--- src/esmb_params.svh ---
// Purpose: Constants for the event status and mask register block
// Assumes: 32-bit register words, byte addressing
// Notes:   Offsets are byte addresses on the register bus
`ifndef ESMB_PARAMS_SVH
`define ESMB_PARAMS_SVH

`define ESMB_ADDR_W          4
`define ESMB_OFF_STATUS      4'h0
`define ESMB_OFF_CTRL        4'h4
`define ESMB_OFF_IRQ_STAT    4'h8
`define ESMB_OFF_IRQ_MASK    4'hC

`define ESMB_BIT_MISSED_FRAME_OVERFLOW_FLAG        9
`define ESMB_BIT_MISSED_FRAME_OVERFLOW_MASK       8
`define ESMB_BIT_RCVCO       5
`define ESMB_BIT_RCVCOM      4
`define ESMB_BIT_TXS         3
`define ESMB_BIT_TXSM        2
`define ESMB_BIT_JAB         1
`define ESMB_BIT_JABBER_ERROR_MASK        0

`define ESMB_CTRL_GLOBAL_INTERRUPT_ENABLE       0
`define ESMB_CTRL_STOP       1
`define ESMB_CTRL_SRESET     2
`define ESMB_CTRL_STYLE_LSB  8
`define ESMB_CTRL_STYLE_W    8

`define ESMB_STYLE_LEGACY    8'h01
`define ESMB_UNMAPPED_DATA   32'h0000_0000
`define ESMB_NUM_EVT         4

`endif

--- src/esmb_pkg.sv ---
// Purpose: Types for the event status and mask register block
// Assumes: Used with esmb_params.svh
// Notes:   Types only
package esmb_pkg;
    typedef enum logic [1:0] {
        ESMB_IDLE = 2'b00,
        ESMB_RESP = 2'b01
    } esmb_state_t;
endpackage : esmb_pkg

--- src/esmb_top.sv ---
// Purpose: Sticky event flags with masks and two interrupt outputs
// Assumes: Avalon-MM slave with waitrequest, synchronous active-high reset
// Notes:   Event inputs are one-cycle pulses in the SYS_CLK domain
//
// Overview of operation
// - Missed-frame wrap sets flag; W1C, reset, stop clear
// - Missed-frame flag interrupts when enabled and unmasked
// - Missed-frame mask blocks it; resets to one
// - Legacy style never sets missed-frame flag
// - Legacy style forces missed-frame mask to zero
// - Bit 7 reserved, reads zero
// - Bit 6 writable, reads zero, no effect
// - Rx collision wrap sets flag outside legacy style; W1C, reset, stop clear
// - Rx collision flag interrupts when enabled, unmasked
// - Rx collision mask blocks it; resets to one
// - Transmit start sets transmit start flag
// - Transmit start flag interrupts when enabled, unmasked
// - Transmit start flag: W1C, reset, stop clear
// - Transmit start mask read/write, resets to one
// - Jabber sets flag only in twisted-pair mode and outside legacy style
// - Jabber flag interrupts when enabled, unmasked
// - Jabber flag: W1C, reset, stop clear
// - Jabber mask read/write, resets to one
`timescale 1ns/1ps
`include "esmb_params.svh"

module esmb_top
    import esmb_pkg::*;
(
    input  wire logic                    SYS_CLK,
    input  wire logic                    RST,
    input  wire logic [`ESMB_ADDR_W-1:0] AVS_ADDRESS,
    input  wire logic                    AVS_READ,
    input  wire logic                    AVS_WRITE,
    input  wire logic [31:0]             AVS_WRITEDATA,
    input  wire logic [3:0]              AVS_BYTEENABLE,
    output logic      [31:0]             AVS_READDATA,
    output logic                         AVS_WAITREQUEST,
    input  wire logic                    MISSED_FRAME_WRAP,
    input  wire logic                    RX_COLLISION_WRAP,
    input  wire logic                    TX_FRAME_START,
    input  wire logic                    JABBER_DETECT,
    input  wire logic                    TP_PORT_ACTIVE,
    output logic                         INTERRUPT_OUTPUT,
    output logic                         BLOCK_IRQ
);

    ////////////////////////////////////////////////////////////////////////////
    // Bus handshake: one wait cycle, then answer

    esmb_state_t               state_reg;
    logic                      access;
    logic                      wr_ack;
    logic [31:0]               rd_data;

    assign access = (AVS_READ || AVS_WRITE) && state_reg == ESMB_IDLE;
    assign wr_ack = AVS_WRITE && state_reg == ESMB_RESP;

    always_ff @(posedge SYS_CLK) begin
        if (RST) begin
            state_reg <= ESMB_IDLE;
        end else begin
            case (state_reg)
                ESMB_IDLE: begin
                    if (AVS_READ || AVS_WRITE) begin
                        state_reg <= ESMB_RESP;
                    end
                end
                ESMB_RESP: state_reg <= ESMB_IDLE;
                default:   state_reg <= ESMB_IDLE;
            endcase
        end
    end

    // Waitrequest low from the edge that samples the request until the answer edge
    always_ff @(posedge SYS_CLK) begin
        if (RST) begin
            AVS_WAITREQUEST <= 1'b1;
        end else begin
            AVS_WAITREQUEST <= !access;
        end
    end

    ////////////////////////////////////////////////////////////////////////////
    // Control: enable, stop, software reset, style

    logic                            global_interrupt_enable_reg;
    logic                            stop_reg;
    logic                            sreset;
    logic [`ESMB_CTRL_STYLE_W-1:0]   style_reg;
    logic                            legacy;
    logic                            ctrl_wr;
    logic                            stat_wr;
    logic                            irqs_wr;
    logic                            irqm_wr;

    assign ctrl_wr = wr_ack && AVS_ADDRESS == `ESMB_OFF_CTRL;
    assign stat_wr = wr_ack && AVS_ADDRESS == `ESMB_OFF_STATUS;
    assign irqs_wr = wr_ack && AVS_ADDRESS == `ESMB_OFF_IRQ_STAT;
    assign irqm_wr = wr_ack && AVS_ADDRESS == `ESMB_OFF_IRQ_MASK;
    // Self-clearing pulse, so it never needs its own register
    assign sreset  = ctrl_wr && AVS_BYTEENABLE[0] && AVS_WRITEDATA[`ESMB_CTRL_SRESET];
    assign legacy  = style_reg == `ESMB_STYLE_LEGACY;

    always_ff @(posedge SYS_CLK) begin
        if (RST) begin
            global_interrupt_enable_reg  <= 1'b0;
            stop_reg  <= 1'b1;
            style_reg <= '0;
        end else if (ctrl_wr) begin
            if (AVS_BYTEENABLE[0]) begin
                global_interrupt_enable_reg <= AVS_WRITEDATA[`ESMB_CTRL_GLOBAL_INTERRUPT_ENABLE];
                stop_reg <= AVS_WRITEDATA[`ESMB_CTRL_STOP] | sreset;
            end
            if (AVS_BYTEENABLE[1]) begin
                style_reg <= AVS_WRITEDATA[`ESMB_CTRL_STYLE_LSB +: `ESMB_CTRL_STYLE_W];
            end
        end
    end

    ////////////////////////////////////////////////////////////////////////////
    // Flags and masks; index 3 missed frame, 2 rx coll, 1 tx start, 0 jabber

    localparam int FLAG_POS [`ESMB_NUM_EVT] = '{`ESMB_BIT_JAB, `ESMB_BIT_TXS,
                                                `ESMB_BIT_RCVCO, `ESMB_BIT_MISSED_FRAME_OVERFLOW_FLAG};
    localparam int MASK_POS [`ESMB_NUM_EVT] = '{`ESMB_BIT_JABBER_ERROR_MASK, `ESMB_BIT_TXSM,
                                                `ESMB_BIT_RCVCOM, `ESMB_BIT_MISSED_FRAME_OVERFLOW_MASK};

    logic [`ESMB_NUM_EVT-1:0] flag_reg;
    logic [`ESMB_NUM_EVT-1:0] mask_reg;
    logic [`ESMB_NUM_EVT-1:0] mask_eff;
    logic [`ESMB_NUM_EVT-1:0] evt_set;
    logic [`ESMB_NUM_EVT-1:0] evt_clr;
    logic [`ESMB_NUM_EVT-1:0] evt_pulse;
    logic [15:0]              wlow;
    logic [1:0]               wlow_en;

    assign wlow    = AVS_WRITEDATA[15:0];
    assign wlow_en = AVS_BYTEENABLE[1:0];

    assign evt_pulse[3] = MISSED_FRAME_WRAP && !legacy;
    assign evt_pulse[2] = RX_COLLISION_WRAP && !legacy;
    assign evt_pulse[1] = TX_FRAME_START;
    // Jabber only from the twisted-pair port
    assign evt_pulse[0] = JABBER_DETECT && TP_PORT_ACTIVE && !legacy;

    genvar g;
    generate
        for (g = 0; g < `ESMB_NUM_EVT; g++) begin : g_evt
            localparam int FP = FLAG_POS[g];
            localparam int MP = MASK_POS[g];
            assign evt_set[g] = evt_pulse[g];
            assign evt_clr[g] = stat_wr && wlow_en[FP/8] && wlow[FP];
            // Set wins over clear; stop and resets clear
            always_ff @(posedge SYS_CLK) begin
                if (RST || sreset || stop_reg) begin
                    flag_reg[g] <= 1'b0;
                end else if (evt_set[g]) begin
                    flag_reg[g] <= 1'b1;
                end else if (evt_clr[g]) begin
                    flag_reg[g] <= 1'b0;
                end
            end
            // Masks ignore stop
            always_ff @(posedge SYS_CLK) begin
                if (RST || sreset) begin
                    mask_reg[g] <= 1'b1;
                end else if (stat_wr && wlow_en[MP/8]) begin
                    mask_reg[g] <= wlow[MP];
                end
            end
        end
    endgenerate

    // Legacy style forces the missed-frame mask to zero
    assign mask_eff = {mask_reg[3] && !legacy, mask_reg[2:0]};

    ////////////////////////////////////////////////////////////////////////////
    // Block's own interrupt status and mask

    logic [`ESMB_NUM_EVT-1:0] irq_stat_reg;
    logic [`ESMB_NUM_EVT-1:0] irq_mask_reg;

    always_ff @(posedge SYS_CLK) begin
        if (RST) begin
            irq_stat_reg <= '0;
        end else begin
            irq_stat_reg <= evt_set |
                            (irq_stat_reg & ~(irqs_wr ? AVS_WRITEDATA[`ESMB_NUM_EVT-1:0] : '0));
        end
    end

    always_ff @(posedge SYS_CLK) begin
        if (RST) begin
            irq_mask_reg <= '0;
        end else if (irqm_wr) begin
            irq_mask_reg <= AVS_WRITEDATA[`ESMB_NUM_EVT-1:0];
        end
    end

    always_ff @(posedge SYS_CLK) begin
        if (RST) begin
            BLOCK_IRQ <= 1'b0;
        end else begin
            BLOCK_IRQ <= |(irq_stat_reg & irq_mask_reg);
        end
    end

    ////////////////////////////////////////////////////////////////////////////
    // Interrupt output, one cycle behind the flags

    always_ff @(posedge SYS_CLK) begin
        if (RST) begin
            INTERRUPT_OUTPUT <= 1'b0;
        end else begin
            INTERRUPT_OUTPUT <= global_interrupt_enable_reg && |(flag_reg & ~mask_eff);
        end
    end

    ////////////////////////////////////////////////////////////////////////////
    // Read data; bits 7 and 6 always read zero

    always_comb begin
        rd_data = `ESMB_UNMAPPED_DATA;
        case (AVS_ADDRESS)
            `ESMB_OFF_STATUS: begin
                rd_data[`ESMB_BIT_MISSED_FRAME_OVERFLOW_FLAG]  = flag_reg[3];
                rd_data[`ESMB_BIT_MISSED_FRAME_OVERFLOW_MASK] = mask_eff[3];
                rd_data[`ESMB_BIT_RCVCO] = flag_reg[2];
                rd_data[`ESMB_BIT_RCVCOM] = mask_eff[2];
                rd_data[`ESMB_BIT_TXS]   = flag_reg[1];
                rd_data[`ESMB_BIT_TXSM]  = mask_eff[1];
                rd_data[`ESMB_BIT_JAB]   = flag_reg[0];
                rd_data[`ESMB_BIT_JABBER_ERROR_MASK]  = mask_eff[0];
            end
            `ESMB_OFF_CTRL: begin
                rd_data[`ESMB_CTRL_GLOBAL_INTERRUPT_ENABLE] = global_interrupt_enable_reg;
                rd_data[`ESMB_CTRL_STOP] = stop_reg;
                rd_data[`ESMB_CTRL_STYLE_LSB +: `ESMB_CTRL_STYLE_W] = style_reg;
            end
            `ESMB_OFF_IRQ_STAT: rd_data[`ESMB_NUM_EVT-1:0] = irq_stat_reg;
            `ESMB_OFF_IRQ_MASK: rd_data[`ESMB_NUM_EVT-1:0] = irq_mask_reg;
            default:            rd_data = `ESMB_UNMAPPED_DATA;
        endcase
    end

    always_ff @(posedge SYS_CLK) begin
        if (RST) begin
            AVS_READDATA <= '0;
        end else if (access && AVS_READ) begin
            AVS_READDATA <= rd_data;
        end
    end

endmodule : esmb_top

--- config.mk ---
export PLATFORM = sky130hd
export DESIGN_NAME = esmb_top
export DESIGN_NICKNAME = d
export VERILOG_FILES = /design/src/esmb_pkg.sv /design/src/esmb_top.sv
export VERILOG_INCLUDE_DIRS = /design/src
export SDC_FILE = /design/constraint.sdc
export NUM_CORES = 1
export LEC_CHECK = 0
export ABC_AREA = 0
export ABC_CLOCK_PERIOD_IN_PS = 2100
export BUFFER_PORTS_ARGS = -buffer_cell sky130_fd_sc_hd__buf_4
export CAP_MARGIN = 20
export CORE_MARGIN = 4
export CORE_UTILIZATION = 48
export CTS_CLUSTER_DIAMETER = 30
export DETAILED_ROUTE_END_ITERATION = 10
export GPL_ROUTABILITY_DRIVEN = 0
export PLACE_DENSITY = 0.8
export SLEW_MARGIN = 20
export SYNTH_ARGS = -nofsm -noshare
export SYNTH_HDL_FRONTEND = slang
export SYNTH_SLANG_ARGS = --single-unit
--- constraint.sdc ---
create_clock -name SYS_CLK -period 2.1 [get_ports SYS_CLK]
set_input_delay 0.105 -clock SYS_CLK [delete_from_list [all_inputs] [get_ports SYS_CLK]]
set_output_delay 0.105 -clock SYS_CLK [all_outputs]
set_load 0.05 [all_outputs]
# Word-level counts from Yosys, hierarchy flattened

Index checks and enable logic that the tools add are counted.

Register bits after elaboration: 44
Input bits: 49
Word-level logic and storage cells: 81

Bitwise gates (word level): 8
Multiplexer cells: 14
Equal/unequal tests: 4
Reduce and logical (&&, ||, !) cells: 37

Operator list:

| operator                                                        | count |
|---|---|
| 1-bit logical AND                                               | 21 |
| 4-bit AND                                                       | 3 |
| 4-bit == test, second input constant                            | 2 |
| 8-bit by 1-bit == test with 1-bit output, second input constant | 1 |
| 1-bit two-way mux                                               | 8 |
| 4-bit NOT                                                       | 2 |
| 2-bit one-hot mux with 4 select lines                           | 1 |
| 2-bit nonzero test                                              | 4 |
| 4-bit OR reduction                                              | 2 |
| 6-bit two-way mux                                               | 1 |
| 2-bit one-hot mux with 3 select lines                           | 1 |
| 4-bit by 3-bit == test with 1-bit output, second input constant | 1 |
| 4-bit zero test                                                 | 1 |
| 4-bit two-way mux                                               | 1 |
| 4-bit OR                                                        | 1 |
| 2-bit one-hot mux with 2 select lines                           | 1 |
| 2-bit AND reduction                                             | 2 |
| 1-bit logical OR                                                | 3 |
| 1-bit zero test                                                 | 2 |
| 2-bit zero test                                                 | 1 |
| 2-bit two-way mux                                               | 1 |
| 2-bit OR reduction                                              | 1 |
| 1-bit NOT                                                       | 1 |
| 1-bit OR                                                        | 1 |

# Depth between registers and ports, before layout

Gate-level depths: netlist (run 1).

Depth in word-level cells: 7
Gate-level depth with buffers: 5

# Least setup slack after synthesis (run 1)

Ideal clock, no wire load.

Path type: register -> register
From: register style_reg[5]
To: register AVS_READDATA[8]
Data required time: 1967 ps
Setup slack: 660 ps
Arrival: 1308 ps
Clock period less this slack: 1440 ps
Cell stages (with the launch flop): 4
Path through: dfxtp_1 > or4b_2 > o2111ai_1 > a31oi_1

Cells in the longest elaborated chain, start to end: 4

Ends and longest elaborated chain:

| item                                               | RTL line        | text |
|---|---|---|
| start, declared                                    | esmb_top.sv:90  | `` logic [`ESMB_CTRL_STYLE_W-1:0] style_reg; `` |
| start signal, assigned                             | esmb_top.sv:116 | `` style_reg <= AVS_WRITEDATA[`ESMB_CTRL_STYLE_LSB +: `ESMB_CTRL_STYLE_W]; `` |
| 8-bit by 1-bit == test with 1-bit output (no line) | n/a             |  |
| 1-bit zero test                                    | esmb_top.sv:176 | `assign mask_eff = {mask_reg[3] && !legacy, mask_reg[2:0]};` |
| 1-bit logical AND                                  | esmb_top.sv:176 |  |
| 2-bit one-hot mux with 2 select lines              | esmb_top.sv:225 | `case (AVS_ADDRESS)` |
| end signal, assigned                               | esmb_top.sv:251 | `AVS_READDATA <= rd_data;` |
| end, declared                                      | esmb_top.sv:37  | `output logic [31:0] AVS_READDATA,` |

No other way between the ends.
A chain may end at the register's enable or synchronous reset.

# Worst setup path in the final report (run 1)

Ends and elaborated chain as after synthesis.

==> results of run 1 <==
cells in the mapped netlist, types with 2 or more instances:
cell type,instances
o31ai_1,3
buf_2,2
nand2_1,9
nor3_1,3
a22oi_1,4
or4_1,2
and3_1,3
o211ai_1,2
nor2_1,7
buf_4,18
inv_1,7
o21ai_0,7
nand3_1,28
a311oi_1,2
and4_1,2
mux2i_1,4
nor2b_1,5
buf_6,4
o2bb2ai_1,3
nand2b_1,11
dfxtp_1,44
mux2_2,3
a31oi_1,2
clkbuf_1,9
o22ai_1,2
a21oi_1,22
o21ai_1,10
cell type report:
class,instances,area [sq um],share of cell area
multi-input combinational,171,1070,0.429
sequential,44,881,0.355
timing repair buffer,47,353,0.142
clock buffer,7,86.3,0.0348
tap,50,62.6,0.0252
inverter,7,26.3,0.0106
clock inverter,1,7.51,0.00302
stage by stage:
stage               total power, mW  area [sq um]   util  setup WS, ns
global placement               1.12          2390  0.576         0.583
detailed placement             1.12          2390  0.576         0.572
CTS                            1.67          2480  0.599         0.548
global route                   1.72          2480  0.599         0.472
floorplan                      1.07          2200      -         0.660
finish                         1.67          2480  0.599         0.542
power breakdown:
group	internal, mW	switching [mW]
combinational	0.0744	0.175
clock	0.268	0.294
sequential	0.847	0.0106
worst max-delay path, stage by stage (launching register included):
cell and delay [ns]:
dfxtp_1 0.33, or4b_2 0.77, o2111ai_1 0.23, a31oi_1 0.11
cell families (layout without fill, tap and decap cells):
kind of cell | count (synthesis) | in the layout | share of synthesized area
other | 1 | 18 | 0.00176
AND/OR/NAND/NOR | 78 | 78 | 0.223
multiplexers | 8 | 8 | 0.0452
flip-flops | 44 | 44 | 0.413
buffers and inverters | 40 | 62 | 0.117
AO/OA/AOI/OAI | 67 | 67 | 0.199
metal layers:
| metal | share of wire | up-vias |
|---|---|---|
| met5 | 0 | - |
| met4 | 0.019 | 0 |
| met3 | 0.084 | 8 |
| met2 | 0.47 | 84 |
| met1 | 0.43 | 872 |
| li1 | - | 905 |
final timing paths:
check | depth (start not counted) | end
min | 3 | mask_eff[2]$_SDFFE_PP1P_
max reg2reg | 3 | AVS_READDATA[8]$_SDFFE_PP0P_
min reg2reg | 2 | AVS_READDATA[14]$_SDFFE_PP0P_
max | 3 | AVS_READDATA[8]$_SDFFE_PP0P_
==> out/metrics.cfg, run 1 <==
[final_layout]
antenna_cells = 0
drive_above_1_share = 0.235
area_growth_pct = 16.4
fin_nets = 325
largest_register_ffs = 14
finalNonFillerCells = 327
final_common_cell = buf_4
mostFrequentLayoutCells = 47 x buf_4, 44 x dfxtp_1, 28 x nand3_1
fill_cells = 386

[clock_tree]
cts_root_buf = clkbuf_8
cts_tree = built
clockBufferDepth = 2
holdBufCountCts = 0
cts.sinks = 44
numCtsBuffers = 5
clkLatencyLatePin_ns = 0.30
cts_resized = 0
path_clk_slew_ns = 0.08
htree_levels = 2
cts_setup_buffers = 0

[sta]
hold_ws_ns = 0.0363
post-route-period-util = 0.742
fin_skew_ns = 0.00516
slew_violations = 0
fin_tns_setup_ns = 0
max_freq_ghz = 0.642
hold_viol_final = 0
worstMarginPinSlew_ns = 0.546
slew_headroom = 0.634
finalSetupViolations = 0
min_period_ns = 1.56
grt_setup_unrepaired = no

[setup_path]
rr_startpoint = style_reg[5]$_SDFFE_PP0P_
cp_data_arrival_time_ns = 1.74
endpoint_kind = register
crit_start = style_reg[5]$_SDFFE_PP0P_
cp_data_required_time_ns = 2.28
cp-start-kind = register
r2r_slack_ns = 0.54
critPathMaxFanout = 5
crit_type = register to register

[logic_synthesis]
synth-edff-count = 0
synth.top_cell.area_share = 0.413
synth_area_per_cell_sq_um = 8.96
synth_async_sr_flop_share = 0
syn_area_sq_um = 2130
yosys-top-cells-area = dfxtp_1 41%, nand3_1 6.6%, buf_4 6.3%
ys.warnings.count = 0
synthDistinctLibCells = 47
ys_ff_latch = 44
synthFlopType = dfxtp_1
yosysTopAreaCell = dfxtp_1
synth_cells = 238
ys_seq_area_frac = 0.413

[outcome]
run_status = completed

[floorplan]
ios = 84
die_area_sq_um = 5570
num_rows = 23
coreArea_sq_um = 4140
die_w_um = 74.7
initial_core_util = 0.515
die_h_um = 74.7

[global_routing]
gr-max-usage-layer = met2
track_usage = 0.193
grt-ovfl-total = 0
met1_usage = 0.273
first_global_vias = 1739
grtUsageMet3 = 0.0360
use_met2 = 0.298
antenna_found_initial = 0
grt_pass1_wl_mm = 8.36
grt_max_degree = 41

[flow_run]
drv_cap = 0

[placement]
post-dp-hpwl_mm = 3.67
placed_cells = 319
portBuffers = 45

[power_and_ir_drop]
p_leak_nw = 0.953
ir_worst_vdd_mv = 0.303
power.density_nw_per_um2 = 672

[detailed_routing]
vias_per_cell = 5.72
dr.pass1.iters = 4
wl_mm = 5.11
drc = 0
final_antenna_net_count = 0
routed-via-count = 1869
wl_per_cell_um = 15.6
drtIter0Drc = 123

[min_path]
hold_class = input pin to register
hold_start = AVS_WRITEDATA[4]

Power figures use the tool's default switching activity.
==> run 2, diff against run 1 <==
--- a/config.mk
+++ b/config.mk
@@ -7,15 +7,15 @@
 export NUM_CORES = 1
 export LEC_CHECK = 0
 export ABC_AREA = 0
-export ABC_CLOCK_PERIOD_IN_PS = 2100
+export ABC_CLOCK_PERIOD_IN_PS = 1300
 export BUFFER_PORTS_ARGS = -buffer_cell sky130_fd_sc_hd__buf_4
 export CAP_MARGIN = 20
 export CORE_MARGIN = 4
-export CORE_UTILIZATION = 48
+export CORE_UTILIZATION = 44
 export CTS_CLUSTER_DIAMETER = 30
 export DETAILED_ROUTE_END_ITERATION = 10
 export GPL_ROUTABILITY_DRIVEN = 0
-export PLACE_DENSITY = 0.8
+export PLACE_DENSITY = 0.77
 export SLEW_MARGIN = 20
 export SYNTH_ARGS = -nofsm -noshare
 export SYNTH_HDL_FRONTEND = slang
==> constraint.sdc (replaced) <==
create_clock -name SYS_CLK -period 1.3 [get_ports SYS_CLK]
set_input_delay 0.065 -clock SYS_CLK [delete_from_list [all_inputs] [get_ports SYS_CLK]]
set_output_delay 0.065 -clock SYS_CLK [all_outputs]
set_load 0.05 [all_outputs]
==> out/metrics.cfg, run 2 (synthesis gave the netlist of run 1 again) <==
[final_layout]
drive_above_1_share = 0.321
area_growth_pct = 27.2
fin_nets = 347
antenna_cells = 0
mostFrequentLayoutCells = 68 x buf_4, 39 x dfxtp_1, 28 x nand3_1
largest_register_ffs = 14
finalNonFillerCells = 366
final_common_cell = buf_4
design_area_sq_um = 2710

[floorplan]
die_area_sq_um = 6030
num_rows = 25
initial_core_util = 0.452
die_w_um = 77.6
die_h_um = 77.6
coreArea_sq_um = 4720
ios = 84

[setup_path]
cp-start-kind = register
endpoint_kind = register
rr_startpoint = style_reg[5]$_SDFFE_PP0P_
reg2reg_depth = 3
cp_data_arrival_time_ns = 1.51
crit_type = register to register
critPathMaxFanout = 5
r2r_slack_ns = -0.03
r2r-end = irq_stat_reg[0]$_SDFF_PP0_
slowest_delay_ns = 0.58
crit_chain = or4b_4 > o211ai_2 > o22ai_1
critPathSlowestCell = or4b_4
cp_data_required_time_ns = 1.49

[global_routing]
met1_usage = 0.242
gr-max-usage-layer = met2
grt_max_degree = 28
first_global_vias = 1738
antenna_found_initial = 0
grt_pass1_wl_mm = 8.34
track_usage = 0.172
grt-ovfl-total = 0
grtUsageMet3 = 0.0371
use_met2 = 0.262

[detailed_routing]
drc = 0
routed-via-count = 1952
wl_mm = 5.17
drtIter0Drc = 163
vias_per_cell = 5.33
final_antenna_net_count = 0
dr.pass1.iters = 4
wl_per_cell_um = 14.1

[sta]
fin_skew_ns = 0.00412
slew_violations = 0
min_period_ns = 1.33
fin_tns_setup_ns = -0.0699
post-route-period-util = 1.02
max_freq_ghz = 0.754
setup_ws_ns = -0.0257
finalSetupViolations = 5
grt_setup_unrepaired = yes
hold_viol_final = 0

[clock_tree]
cts_tree = built
cts_root_buf = clkbuf_8
cts.sinks = 44
numCtsBuffers = 5
htree_levels = 2
clockBufferDepth = 2
clkLatencyLatePin_ns = 0.30
path_clk_slew_ns = 0.08

[outcome]
run_status = finished with violations
violations = setup timing

[power_and_ir_drop]
power.density_nw_per_um2 = 1060
ir_worst_vdd_mv = 0.650
total_power_mw = 2.88
p_leak_nw = 1.08

[placement]
placed_cells = 356
portBuffers = 45
post-dp-hpwl_mm = 3.83
pre_cts_ws_ns = -0.0502
dpl-instance-area_sq_um = 2570

[min_path]
holdPathEnd = state_reg[0]$_SDFFE_PP0N_
hold_class = input pin to register
hold_start = AVS_READ
min_path_cells = 2

[flow_run]
drv_cap = 0

run 2: changes by cell type in the layout (fill, tap and decap cells not counted), sizes merged:
cell / change
buf: +21
bufinv: +1
clkbuf: -1
clkinv: +1
clkinvlp: -1
dlygate4sd3: +1
run 2: final cells by class:
class	instances	area (sq um)
multi-input combinational	171	1090
clock inverter	2	35.0
tap	67	83.8
sequential	44	887
timing repair buffer	69	520
fill	438	2010
inverter	7	26.3
clock buffer	6	72.6
run 2: power by group:
group          switching [mW]  leakage, nW  internal (mW)  total [mW]
Clock                   0.474       0.0552          0.571        1.04
Sequential             0.0182        0.359           1.37        1.39
Combinational           0.293        0.662          0.156       0.449
run 2: repair_timing:
item | 4_1_cts | 5_1_grt
gates resized for setup | 4 | 5
pin swaps | 2 | 1
endpoints found under the hold margin | 1 | 0
setup endpoints to repair | 12 | 31
buffers inserted | 0 | 1
hold buffers | 1 | 0
cloned | 0 | 0
run 2: worst max-delay path, delay by kind of cell (launching register included):
family | cells | cell delay [ns]
AO/OA/AOI/OAI | 2 | 0.30
flip-flops | 1 | 0.32
AND/OR/NAND/NOR | 1 | 0.58
run 2: worst max path at each step:
stage,from,to,slack [ns],cells past startpoint
floorplan,style_reg[2]$_SDFFE_PP0P_,AVS_READDATA[8]$_SDFFE_PP0P_,0.03,3
global placement,AVS_ADDRESS[3],flag_reg[3]$_SDFFE_PP0P_,-0.006,5
detailed placement,state_reg[0]$_SDFFE_PP0N_,irq_mask_reg[2]$_SDFFE_PP0P_,-0.05,3
CTS,style_reg[3]$_SDFFE_PP0P_,irq_stat_reg[3]$_SDFF_PP0_,-0.02,3
global route,style_reg[3]$_SDFFE_PP0P_,AVS_READDATA[8]$_SDFFE_PP0P_,-0.06,3
finish,style_reg[5]$_SDFFE_PP0P_,irq_stat_reg[0]$_SDFF_PP0_,-0.03,3
run 2: stage by stage:
stage	utilization	hold slack, ns
final	0.574	0.00805
after floorplan	-	0.197
after global placement	0.544	0.304
after global routing	0.574	0.0260
after detailed placement	0.544	0.312
after CTS	0.571	0.000208
run 2: routing by layer:
metal  vias up  part of all wire
met5         -                 0
met2        67              0.46
met4         0             0.017
li1        950                 -
met3         9             0.059
met1       926              0.46
